File: config.mk
export PLATFORM = sky130hd
export DESIGN_NAME = fws_host
export DESIGN_NICKNAME = d
export VERILOG_FILES = /design/src/fws_pkg.sv /design/src/fws_host.sv
export SDC_FILE = /design/constraint.sdc
export NUM_CORES = 1
export LEC_CHECK = 0
export BUFFER_PORTS_ARGS = -buffer_cell sky130_fd_sc_hd__buf_2
export CAP_MARGIN = 20
export CORE_MARGIN = 8
export CORE_UTILIZATION = 38
export DETAILED_ROUTE_END_ITERATION = 16
export GPL_TIMING_DRIVEN = 0
export PLACE_DENSITY_LB_ADDON = 0.15
export SYNTH_ARGS = -nofsm -noshare
export SYNTH_HDL_FRONTEND = slang
export SYNTH_SLANG_ARGS = --single-unit
export TNS_END_PERCENT = 1
File: constraint.sdc
create_clock -name core_clk_i -period 2.8 [get_ports core_clk_i]
set_input_delay 0.56 -clock core_clk_i [delete_from_list [all_inputs] [get_ports core_clk_i]]
set_output_delay 0.56 -clock core_clk_i [all_outputs]
set_load 0.02 [all_outputs]
File: src/fws_pkg.sv
// Package for the flash write-status host controller
// Assumes a 125 MHz core clock and an asynchronous parallel flash on pins
package fws_pkg;
    localparam int DATA_W = 16;
    localparam int ADDR_W = 23;
    // Status bit positions on the data bus
    localparam int BIT_POLL = 7;
    localparam int BIT_TOG1 = 6;
    localparam int BIT_TOUT = 5;
    localparam int BIT_ETMR = 3;
    localparam int BIT_TOG2 = 2;
    localparam int BIT_BABT = 1;
    // Bus timing
    localparam int CLK_NS = 8;
    localparam int RD_NS = 90;
    localparam int RD_CYC = (RD_NS + CLK_NS - 1) / CLK_NS;
    localparam int WR_NS = 40;
    localparam int WR_CYC = (WR_NS + CLK_NS - 1) / CLK_NS;
    localparam int GAP_CYC = 2;
    localparam int ERASE_GAP_US = 50;
    localparam int ERASE_GAP_CYC = ERASE_GAP_US * 1000 / CLK_NS;
    // Command words
    localparam logic [15:0] CMD_RESET = 16'h00F0;
    localparam logic [15:0] CMD_UNLK1 = 16'h00AA;
    localparam logic [15:0] CMD_UNLK2 = 16'h0055;
    localparam logic [15:0] CMD_ABRST = 16'h00F0;
    localparam logic [22:0] ADR_UNLK1 = 23'h00_0555;
    localparam logic [22:0] ADR_UNLK2 = 23'h00_02AA;
    // Operation codes on the user port
    localparam logic [2:0] OP_WRITE = 3'h0;
    localparam logic [2:0] OP_READ = 3'h1;
    localparam logic [2:0] OP_POLL = 3'h2;
    localparam logic [2:0] OP_ETMR = 3'h3;
    localparam logic [2:0] OP_RESET = 3'h4;
    localparam logic [2:0] OP_ABRST = 3'h5;
    // Poll outcome
    typedef enum logic [2:0] {
        RES_OK = 3'h0,
        RES_TIMEOUT = 3'h1,
        RES_ABORT = 3'h2,
        RES_ETMR_LO = 3'h3,
        RES_ETMR_HI = 3'h4
    } fws_res_t;
    typedef struct packed {
        logic [2:0] op;
        logic [22:0] addr;
        logic [15:0] data;
    } fws_req_t;
    typedef struct packed {
        logic ce_n;
        logic oe_n;
        logic we_n;
    } fws_ctl_t;
endpackage

File: src/fws_host.sv
// Host controller that drives a parallel NOR flash and decodes its write status
// Assumes the flash pins are wired directly; data in and ready/busy are asynchronous
`default_nettype none
module fws_host
    import fws_pkg::*;
(
    input wire logic core_clk_i,             // 125 MHz clock
    input wire logic srst_i,                 // Sync reset, high
    input wire fws_req_t req_i,              // Operation request
    input wire logic req_valid_i,            // Request strobe
    output logic req_ready_o,                // Idle, can take request
    output logic done_o,                     // Operation finished pulse
    output fws_res_t res_o,                  // Poll outcome
    output logic [DATA_W-1:0] rdata_o,       // Last read word
    output logic ready_o,                    // Synced ready/busy level
    output logic [ADDR_W-1:0] fl_addr_o,     // Flash address
    output fws_ctl_t fl_ctl_o,               // Chip, output, write enables (low)
    input wire logic [DATA_W-1:0] fl_dq_i,   // Flash data in
    output logic [DATA_W-1:0] fl_dq_o,       // Flash data out
    output logic fl_dq_oe_o,                 // High while host drives data
    input wire logic fl_rdy_i                // Ready/busy pin
);
    typedef enum logic [6:0] {
        S_IDLE = 7'b0000001,
        S_WR = 7'b0000010,
        S_RD = 7'b0000100,
        S_GAP = 7'b0001000,
        S_EVAL = 7'b0010000,
        S_DONE = 7'b0100000,
        S_NEXT = 7'b1000000
    } fws_st_t;

    // ==========================================
    // Input synchronisers
    logic [DATA_W-1:0] dq_m, dq_s;
    logic rdy_m, rdy_s;
    always_ff @(posedge core_clk_i) begin
        dq_m <= fl_dq_i;
        dq_s <= dq_m;
        rdy_m <= fl_rdy_i;
        rdy_s <= rdy_m;
    end
    assign ready_o = rdy_s;

    // ==========================================
    // Sequencer
    fws_st_t st, next_st;
    fws_req_t cur, next_cur;
    logic [7:0] cnt, next_cnt;
    logic [1:0] step, next_step;
    logic [1:0] nrd, next_nrd;
    logic [DATA_W-1:0] prev, next_prev, rdata, next_rdata;
    fws_res_t res, next_res;
    logic [ADDR_W-1:0] addr, next_addr;
    logic [DATA_W-1:0] wdat, next_wdat;
    fws_ctl_t ctl, next_ctl;
    logic oe, next_oe;
    logic tout_seen, next_tout_seen;
    logic toggling;

    assign toggling = prev[BIT_TOG1] != rdata[BIT_TOG1];

    always_comb begin
        next_st = st;
        next_cur = cur;
        next_cnt = cnt;
        next_step = step;
        next_nrd = nrd;
        next_prev = prev;
        next_rdata = rdata;
        next_res = res;
        next_addr = addr;
        next_wdat = wdat;
        next_ctl = ctl;
        next_oe = oe;
        next_tout_seen = tout_seen;
        case (st)
            S_IDLE: begin
                next_ctl = '{ce_n: 1'b1, oe_n: 1'b1, we_n: 1'b1};
                next_oe = 1'b0;
                if (req_valid_i) begin
                    next_cur = req_i;
                    next_step = 2'd0;
                    next_nrd = 2'd0;
                    next_tout_seen = 1'b0;
                    next_res = RES_OK;
                    next_cnt = 8'd0;
                    next_addr = req_i.addr;
                    if (req_i.op == OP_WRITE) begin
                        next_wdat = req_i.data;
                        next_st = S_WR;
                    end else if (req_i.op == OP_RESET) begin
                        next_wdat = CMD_RESET;
                        next_st = S_WR;
                    end else if (req_i.op == OP_ABRST) begin
                        next_addr = ADR_UNLK1;
                        next_wdat = CMD_UNLK1;
                        next_st = S_WR;
                    end else begin
                        next_st = S_RD;
                    end
                end
            end
            S_WR: begin
                next_ctl = '{ce_n: 1'b0, oe_n: 1'b1, we_n: 1'b0};
                next_oe = 1'b1;
                next_cnt = cnt + 8'd1;
                if (cnt == 8'(WR_CYC - 1)) begin
                    next_cnt = 8'd0;
                    next_st = S_NEXT;
                end
            end
            S_NEXT: begin
                next_ctl = '{ce_n: 1'b1, oe_n: 1'b1, we_n: 1'b1};
                next_cnt = cnt + 8'd1;
                if (cnt == 8'(GAP_CYC - 1)) begin
                    next_cnt = 8'd0;
                    next_oe = 1'b0;
                    if (cur.op == OP_ABRST && step != 2'd2) begin
                        next_step = step + 2'd1;
                        next_st = S_WR;
                        next_addr = (step == 2'd0) ? ADR_UNLK2 : ADR_UNLK1;
                        next_wdat = (step == 2'd0) ? CMD_UNLK2 : CMD_ABRST;
                    end else begin
                        next_st = S_DONE;
                    end
                end
            end
            S_RD: begin
                next_ctl = '{ce_n: 1'b0, oe_n: 1'b0, we_n: 1'b1};
                next_cnt = cnt + 8'd1;
                // Two sync stages added to the access time
                if (cnt == 8'(RD_CYC + 2)) begin
                    next_cnt = 8'd0;
                    next_prev = rdata;
                    next_rdata = dq_s;
                    if (nrd != 2'd3) begin
                        next_nrd = nrd + 2'd1;
                    end
                    next_st = S_GAP;
                end
            end
            S_GAP: begin
                next_ctl = '{ce_n: 1'b1, oe_n: 1'b1, we_n: 1'b1};
                next_cnt = cnt + 8'd1;
                if (cnt == 8'(GAP_CYC - 1)) begin
                    next_cnt = 8'd0;
                    next_st = S_EVAL;
                end
            end
            S_EVAL: begin
                next_st = S_RD;
                if (cur.op == OP_READ) begin
                    next_st = S_DONE;
                end else if (cur.op == OP_ETMR) begin
                    // Timer flag read after two status reads; toggling is not checked
                    if (nrd >= 2'd2) begin
                        next_res = rdata[BIT_ETMR] ? RES_ETMR_HI : RES_ETMR_LO;
                        next_st = S_DONE;
                    end
                end else if (nrd >= 2'd2) begin
                    if (!toggling) begin
                        next_res = RES_OK;
                        next_st = S_DONE;
                    end else if (tout_seen) begin
                        // Flag seen on two toggling reads decides the failure
                        next_tout_seen = 1'b0;
                        if (rdata[BIT_BABT]) begin
                            next_res = RES_ABORT;
                            next_st = S_DONE;
                        end else if (rdata[BIT_TOUT]) begin
                            next_res = RES_TIMEOUT;
                            next_st = S_DONE;
                        end
                    end else if (rdata[BIT_TOUT] || rdata[BIT_BABT]) begin
                        // First array word may look like a flag; recheck toggle once more
                        next_tout_seen = 1'b1;
                    end
                end
            end
            S_DONE: begin
                next_st = S_IDLE;
            end
            default: begin
                next_st = S_IDLE;
            end
        endcase
    end

    always_ff @(posedge core_clk_i) begin
        if (srst_i) begin
            st <= S_IDLE;
            cur <= '0;
            cnt <= 8'd0;
            step <= 2'd0;
            nrd <= 2'd0;
            prev <= '0;
            rdata <= '0;
            res <= RES_OK;
            addr <= '0;
            wdat <= '0;
            ctl <= '{ce_n: 1'b1, oe_n: 1'b1, we_n: 1'b1};
            oe <= 1'b0;
            tout_seen <= 1'b0;
        end else begin
            st <= next_st;
            cur <= next_cur;
            cnt <= next_cnt;
            step <= next_step;
            nrd <= next_nrd;
            prev <= next_prev;
            rdata <= next_rdata;
            res <= next_res;
            addr <= next_addr;
            wdat <= next_wdat;
            ctl <= next_ctl;
            oe <= next_oe;
            tout_seen <= next_tout_seen;
        end
    end

    assign req_ready_o = (st == S_IDLE);
    assign done_o = (st == S_DONE);
    assign res_o = res;
    assign rdata_o = rdata;
    assign fl_addr_o = addr;
    assign fl_ctl_o = ctl;
    assign fl_dq_o = wdat;
    assign fl_dq_oe_o = oe;

    // ==========================================
    // Assertions
    no_rw_clash_a: assert property (@(posedge core_clk_i) disable iff (srst_i)
        !(fl_ctl_o.oe_n == 1'b0 && fl_dq_oe_o)) else $error("Host drives data during read");
    we_width_a: assert property (@(posedge core_clk_i) disable iff (srst_i)
        $fell(fl_ctl_o.we_n) |-> !fl_ctl_o.we_n [*5]) else $error("Write pulse too short");
    tout_res_a: assert property (@(posedge core_clk_i) disable iff (srst_i)
        (done_o && res_o == RES_TIMEOUT) |-> rdata_o[BIT_TOUT]) else $error("Timeout result without flag");
    abort_res_a: assert property (@(posedge core_clk_i) disable iff (srst_i)
        (done_o && res_o == RES_ABORT) |-> rdata_o[BIT_BABT]) else $error("Abort result without flag");
    etmr_res_a: assert property (@(posedge core_clk_i) disable iff (srst_i)
        (done_o && res_o == RES_ETMR_HI) |-> rdata_o[BIT_ETMR]) else $error("Timer result mismatch");
    ok_stable_a: assert property (@(posedge core_clk_i) disable iff (srst_i)
        (done_o && cur.op == OP_POLL && res_o == RES_OK) |-> !toggling) else $error("Done while toggling");
    done_pulse_a: assert property (@(posedge core_clk_i) disable iff (srst_i)
        done_o |=> !done_o ##0 req_ready_o) else $error("Done not single pulse");
    rd_strobe_a: assert property (@(posedge core_clk_i) disable iff (srst_i)
        $fell(fl_ctl_o.oe_n) |-> fl_ctl_o.we_n ##1 !fl_ctl_o.oe_n [*8]) else $error("Read strobe too short");
    c_tout: cover property (@(posedge core_clk_i) done_o && res_o == RES_TIMEOUT);
    c_abort: cover property (@(posedge core_clk_i) done_o && res_o == RES_ABORT);
    c_etmr: cover property (@(posedge core_clk_i) done_o && res_o == RES_ETMR_HI);
endmodule
`default_nettype wire

==> metrics.cfg, run 1 <==
[setup_path]
worst_setup_path_start_kind=flop
path_max_fanout=10
max_stage_delay_ns=0.53
path_buf_inv=2
crit_chain=or4_4 -> buf_6 -> nor3_1 -> o21a_1 -> clkbuf_1 -> a21oi_2 -> a311o_1
end_kind=flop
worstPathRequired_ns=3.10
worstSetupPathType=flop to flop
cp_slowest_cell=or4_4
worstPathArrival_ns=2.94
cp_top_family=simple AND/OR/NAND/NOR gates

[logic_synthesis]
netlist_area_um2=4690
netlist-cell-type-count=59
yosysTopAreaCellShare_pct=51.3
async_reset_ff_share_pct=0
synth_top_area_cell=dfxtp_1
syn_inst=508
dominantRegCellSynth=dfxtp_1
synth_warnings=0
ys_ff_latch=120
synth_area_leaders=dfxtp_1, nand2_1, a21oi_1
syn_area_per_cell_um2=9.22
ys_seq_area_share_pct=51.3
synthesis.nets=578
synth-edff-count=0

[drt]
vias=4195
first_iter_violations=210
wl_mm=12.7
top_layer_used=met4
drt-met1-wl_mm=5.35
avgViaCountPerCell=5.16
drtPass1Iterations=5
met2_length_mm=6.25
wl_per_cell_um=15.6
drc=0
met3_length_um=829
ant_nets=0

[floorplanning]
start_util_pct=39.0
fp.dieH_um=127
pin_count=127
die-area_um2=16100
fp.coreArea_um2=12000
num_rows=40
die_x_um=127

[global_routing]
grt_pass1_vias=4166
antenna_found_initial=0
overflow=0
grt_pass1_wl_mm=20.5
grt_start_max_net_pins=17
grt_usage_pct=15.9

[cells_and_area]
stdcell_count=813
areaGrowthSynthToFinish_pct=31.3
post-route-util_pct=51.2
antenna_cells=0
multi_input_area_um2=2090
nets=723
drive_gt1_share_pct=30.0
regArea_um2=2400
fillCellCount=1187

[status]
outcome=complete, no violations

[cts]
clk_latency_ns=0.41
cts_made_buffers=17
clock_path_buffers=2
htree_levels=4
cts_tree=yes
hold_buffers=0
clock-sinks=120
path_clk_slew_ns=0.06
cts_setup_buffers=0
root_buffer=clkbuf_16

[sta]
max_slew_margin_pct=51.7
worst_slew_pin_slew_ns=0.717
tns_ns=0
slew_violations=0
rsz0062_at_grt=false
finalCriticalPeriod_ns=2.64
setup_viol=0
worst_slack_ns=0.156
fin_skew_ns=0.00787
post-route-period-util_pct=94.4
fmax_ghz=0.378
finalHoldViolations=0

[placement]
dp_slack_ns=0.124
gp_congestion=0.823
numPortBuffers=126
dp.cells=781
post-dp-hpwl_mm=9.52

[pwr]
p_per_area_nw_per_um2=802
p_leak_nw=2.53
ir_drop_mv=0.512

[run]
maxCapViolCount=0

[min_path]
hold_path.class=primary input to flop

[state kept, by name (all words and copies together), names as in the netlist]
register,flops
dq_s,16
rdata_o,16
tout_seen,1
step,2
nrd,2
res_o,3
fl_dq_oe_o,1
fl_addr_o,23
st,7
fl_ctl_o,3
cnt,8
dq_m,16
fl_dq_o,16
ready_o,1
cur,3
rdy_m,1
prev,1
[cells by family after synthesis]
group | synth area share, %
buffers and inverters | 4.38
DFF | 51.3
AOI/OAI and AO/OA | 19.4
adders and majority gates | 2.14
xor gates and xnor gates | 0.561
and+or+nand+nor | 22.1
muxes | 0.214
[cell type report]
type                    count  area share (%)
clock buffers              18            7.14
clock inverters            14            3.23
well taps                 147            2.99
plain buffers              31            2.60
repair buffers            126            10.2
flip-flops and latches    120            39.0
multi-input cells         345            34.0
inverters                  12           0.732
[cell usage after synthesis (all sizes together) (2+ instances only)]
cell type  instances
a31oi              5
nand4b             2
nand2             76
nand3             34
and2               4
nand2b             6
xor2               2
a221o              3
ha                 8
a22o               2
o221ai             2
nor4b              2
or3                5
nor2              24
buf               11
o21ai             13
inv               12
a211oi            11
a211o              2
a21oi             64
nor3b              2
dfxtp            120
a2111oi            2
o211ai            17
nand3b             3
clkbuf            20
nor4               5
nor3              20
and3               3
or4                3
or4b               4
nand4              5
a311oi             2
[cells in the final DEF (no fill, tap or decap), types with 6 or more instances in the layout]
master	n
buf_2	131
dfxtp_1	120
nand2_1	76
a21oi_1	55
nand3_1	34
nor2_1	24
clkbuf_1	20
nor3_1	17
clkbuf_16	17
o21ai_0	13
inv_1	12
a211oi_1	11
o211ai_1	9
a21oi_2	9
o211ai_2	8
ha_1	8
nand2b_1	6
[metrics by stage]
step                      instance area (um2)  hold WS, ns  total power, mW
after global placement                   5500        0.310             2.66
after floorplan                          4690        0.310             2.41
after detailed placement                 5500        0.312             2.67
after global routing                     6150        0.227             5.17
after CTS                                6140        0.227             4.99
final                                    6150        0.247             4.94
[path summary, 6_finish.rpt]
kind               startpoint  endpoint  slack [ns]  cells past startpoint
setup / recovery       cnt[4]    cnt[2]        0.16                      7
hold / removal    fl_dq_i[15]  dq_m[15]        0.25                      1
setup reg to reg       cnt[4]    cnt[2]        0.16                      7
hold reg to reg       dq_m[9]   dq_s[9]        0.32                      0
[what timing repair did]
item | CTS | global route
gates resized for setup | 0 | 2
endpoints found under the hold margin | 0 | 0
setup endpoints to repair | 0 | 13
[metal layers]
metal	up-vias	track usage (%)
met4	0	7.28
met1	1959	18.1
met5	-	0
li1	2113	-
met3	21	5.78
met2	102	26.2
[where the power goes]
part           internal, mW  switching (mW)
combinational         0.259           0.491
clock                  1.52           0.785
sequential             1.82          0.0622
total                  3.60            1.34
Note: power is estimated with default switching activity, not from simulation.
==> run 2, diff against run 1 <==
- PLACE_DENSITY_LB_ADDON: 0.15 -> 0.08
==> metrics.cfg, run 2 (same netlist as run 1, synthesis figures left out) <==
[status]
outcome=complete, no violations

[setup_path]
worstSetupPathType=flop to flop
r2r_end=cnt[2]
end_kind=flop
path_max_fanout=10
worst_setup_path_start_kind=flop
worstPathRequired_ns=3.09
reg2reg_slack_ns=0.12
worstPathArrival_ns=2.97
r2r_cells=7
rr_startpoint=cnt[7]

[pwr]
p_per_area_nw_per_um2=778
p_comb_share_pct=15.9
power.total_mw=4.73
p_int_mw=3.41
switching_share_pct=28.0
power_switching_mw=1.33
pwr-share-clk_pct=44.3
ir_drop_mv=0.690
p_seq_share_pct=39.8
p_leak_nw=2.48

[sta]
holdWs_ns=0.244
post-route-period-util_pct=95.6
tns_ns=0
slew_violations=0
rsz0062_at_grt=true
fin_skew_ns=0.00742
fmax_ghz=0.374
finalHoldViolations=0
finalCriticalPeriod_ns=2.68
max_slew_margin_pct=50.8
setup_viol=0
worst_slew_pin_slew_ns=0.730

[placement]
gp_congestion=0.782
dp.cells=781
numPortBuffers=126
post-dp-hpwl_mm=9.60

[drt]
drtPass1Iterations=4
ant_nets=0
wl_per_cell_um=16.0
vias=4156
first_iter_violations=264
wl_mm=13.0
drc=0
avgViaCountPerCell=5.12

[global_routing]
antenna_found_initial=0
grt_start_max_net_pins=17
overflow=0
grt_pass1_wl_mm=21.1
grt_usage_pct=16.3
grt_pass1_vias=4219

[min_path]
worstHoldStart=fl_dq_i[5]
whs_endpoint=dq_m[5]
hold-path-cell-count=1
hold_path.class=primary input to flop

[cells_and_area]
antenna_cells=0
drive_gt1_share_pct=29.5
areaGrowthSynthToFinish_pct=29.8
nets=723
stdcell_count=812
largest_reg_flops=23
layout_commonest_cell=buf_2
final_cell_mix=buf_2, dfxtp_1, nand2_1, a21oi_1, nand3_1

[cts]
root_buffer=clkbuf_16
path_clk_slew_ns=0.06
hold_buffers=0
cts_tree=yes
clk_latency_ns=0.41
htree_levels=4
clock-sinks=120
clock_path_buffers=2
cts_made_buffers=17

[run]
maxCapViolCount=0

[floorplanning]
start_util_pct=39.0
num_rows=40
die_x_um=127
fp.dieH_um=127
pin_count=127
fp.coreArea_um2=12000
die-area_um2=16100

run 2: cell count changes in the layout (fill, tap and decap cells not counted), sizes merged:
cell and change:
clkinvlp +3, bufinv -2, inv -1, clkbuf +2, clkinv -3
run 2: power by group through the flow:
stage | sequential [mW] | clock (mW) | combinational (mW)
final | 1.88 | 2.10 | 0.752
after global placement | 1.92 | 0 | 0.745
after global routing | 1.90 | 2.23 | 0.833
after detailed placement | 1.92 | 0 | 0.755
after CTS | 1.88 | 2.13 | 0.760
after floorplan | 1.99 | 0 | 0.421
run 2: through the flow:
stage	instance area (um2)	setup WS, ns	utilization [%]
finish	6080	0.124	50.6
global route	6080	-0.0550	50.6
CTS	6070	0.0614	50.6
detailed placement	5500	0.112	45.8
global placement	5500	0.109	45.8
floorplan	4690	0.528	-
run 2: how the worst max path moves through the flow:
stage	start	to	slack, ns
2_1_floorplan	st[1]	fl_dq_o[10]	0.53
3_3_place_gp	st[0]	rdata_o[8]	0.11
3_5_place_dp	st[0]	nrd[0]	0.11
4_1_cts	st[0]	nrd[0]	0.06
5_1_grt	st[0]	cnt[4]	-0.05
6_report	cnt[7]	cnt[2]	0.12
run 2: cell type report:
cell class | instances | area (um2)
inverters | 12 | 45.0
plain buffers | 31 | 160
clock buffers | 20 | 447
multi-input cells | 345 | 2090
flip-flops and latches | 120 | 2400
repair buffers | 126 | 631
fillers | 1158 | 5930
well taps | 147 | 184
clock inverters | 11 | 126
run 2: worst max-delay path, stage by stage, from the launching register on:
cell and delay, ns:
dfxtp_1 0.33, or4_4 0.54, buf_6 0.15, nor3_1 0.39
o21a_1 0.16, clkbuf_1 0.40, a21oi_2 0.21, a311o_1 0.38
run 2: repair_timing:
action,CTS,global route
setup buffers,0,0
endpoints found under the setup margin,0,13
resized for setup,0,1
run 2: routing by layer:
layer / wire [um] / global-route usage [%]
met2: 6160 / 25.8
met1: 5910 / 19.8
met5: 0 / 0
met3: 814 / 6.36
met4: 133 / 5.67
==> run 3, diff against run 2 <==
- CORE_ASPECT_RATIO: not set -> 0.5
==> metrics.cfg, run 3 (same netlist as run 1, synthesis figures left out) <==
[status]
outcome=complete, no violations

[pwr]
power_switching_mw=1.44
p_per_area_nw_per_um2=791
switching_share_pct=29.6
p_leak_nw=2.52
p_int_mw=3.43
ir_drop_mv=0.415
pwr-share-clk_pct=45.8
p_seq_share_pct=38.6
power.total_mw=4.87
p_comb_share_pct=15.5

[setup_path]
crit_top_cell=clkbuf_1
max_stage_delay_ns=0.48
worst_setup_path_start_kind=flop
worstPathRequired_ns=3.15
cp_top_family=compound AO/OA/AOI/OAI gates
crit_chain=clkbuf_1 -> nor3_1 -> nand4b_1 -> o21a_1 -> clkbuf_1 -> a2111oi_0 -> a311o_1
cp_slowest_cell=a2111oi_0
rr_startpoint=st[0]
worstSetupPathType=flop to flop
path_max_fanout=10
path_buf_inv=2
worstPathArrival_ns=2.98
end_kind=flop
crit_path_start=st[0]

[cts]
path_clk_slew_ns=0.06
clock-sinks=120
clock_path_buffers=2
htree_levels=4
cts_setup_buffers=0
root_buffer=clkbuf_16
cts_tree=yes
hold_buffers=0
cts_made_buffers=17
clk_latency_ns=0.42
cts_resized=0

[placement]
post-dp-hpwl_mm=9.32
numPortBuffers=126
gp_congestion=0.767

[drt]
drtPass1Iterations=4
wl_per_cell_um=15.5
vias=4164
wl_mm=12.8
avgViaCountPerCell=5.01
first_iter_violations=292
ant_nets=0
drc=0

[sta]
fin_skew_ns=0.0117
post-route-period-util_pct=93.9
worst_slew_pin_slew_ns=0.761
finalCriticalPeriod_ns=2.63
holdWs_ns=0.240
max_slew_margin_pct=48.7
slew_violations=0
fmax_ghz=0.380
setup_viol=0
finalHoldViolations=0
rsz0062_at_grt=true

[cells_and_area]
antenna_cells=0
drive_gt1_share_pct=30.0
layout_commonest_cell=buf_2
largest_reg_flops=23
nets=723
areaGrowthSynthToFinish_pct=31.3
final_cell_mix=buf_2, dfxtp_1, nand2_1, a21oi_1, nand3_1

[run]
maxCapViolCount=0

[floorplanning]
pin_count=127
num_rows=28
fp.dieH_um=94.5
start_util_pct=39.3
die-area_um2=16400
die_x_um=173
fp.coreArea_um2=11900

[global_routing]
grt_pass1_wl_mm=21.1
antenna_found_initial=0
grt_pass1_vias=4100
grt_usage_pct=16.1
grt_start_max_net_pins=17
overflow=0

[min_path]
worstHoldStart=fl_dq_i[13]
hold_path.class=primary input to flop

## run 3: power by group through the flow
| stage | clock network (mW) | logic, mW | registers (mW) |
|---|---|---|---|
| 2_1_floorplan | 0 | 0.421 | 1.99 |
| 3_3_place_gp | 0 | 0.754 | 1.91 |
| 3_5_place_dp | 0 | 0.756 | 1.92 |
| 4_1_cts | 2.29 | 0.759 | 1.88 |
| 5_1_grt | 2.38 | 0.834 | 1.90 |
| 6_report | 2.23 | 0.756 | 1.88 |
## run 3: layout make-up
cell class | instances | area [um2]
repair buffers | 126 | 631
flip-flops and latches | 120 | 2400
plain buffers | 31 | 160
inverters | 12 | 45.0
clock inverters | 15 | 179
clock buffers | 17 | 425
multi-input cells | 345 | 2100
well taps | 165 | 206
fillers | 1167 | 5760
## run 3: per-stage QoR
step	TNS, ns	util, %	cells	worst slack, ns	instance area, um2
after global routing	-0.0494	51.6	831	-0.0494	6150
after detailed placement	0	46.4	799	0.116	5520
after global placement	0	46.4	799	0.140	5520
after floorplan	0	-	508	0.528	4690
final	0	51.6	831	0.170	6150
after CTS	0	51.4	831	0.109	6130
## run 3: path summary, 6_finish.rpt
path,end,slack [ns],cells after the start
min reg2reg,dq_s[10],0.32,0
max,cnt[2],0.17,7
max reg2reg,cnt[2],0.17,7
min,dq_m[13],0.24,1
## run 3: routing by layer
layer  global-route usage (%)  share of wire [%]  up-vias
met5                        0                  0        -
met4                     5.56               0.96        0
met3                     6.37                6.6       12
met2                     24.0                 43      115
met1                     21.1                 50     1916
li1                         -                  -     2121
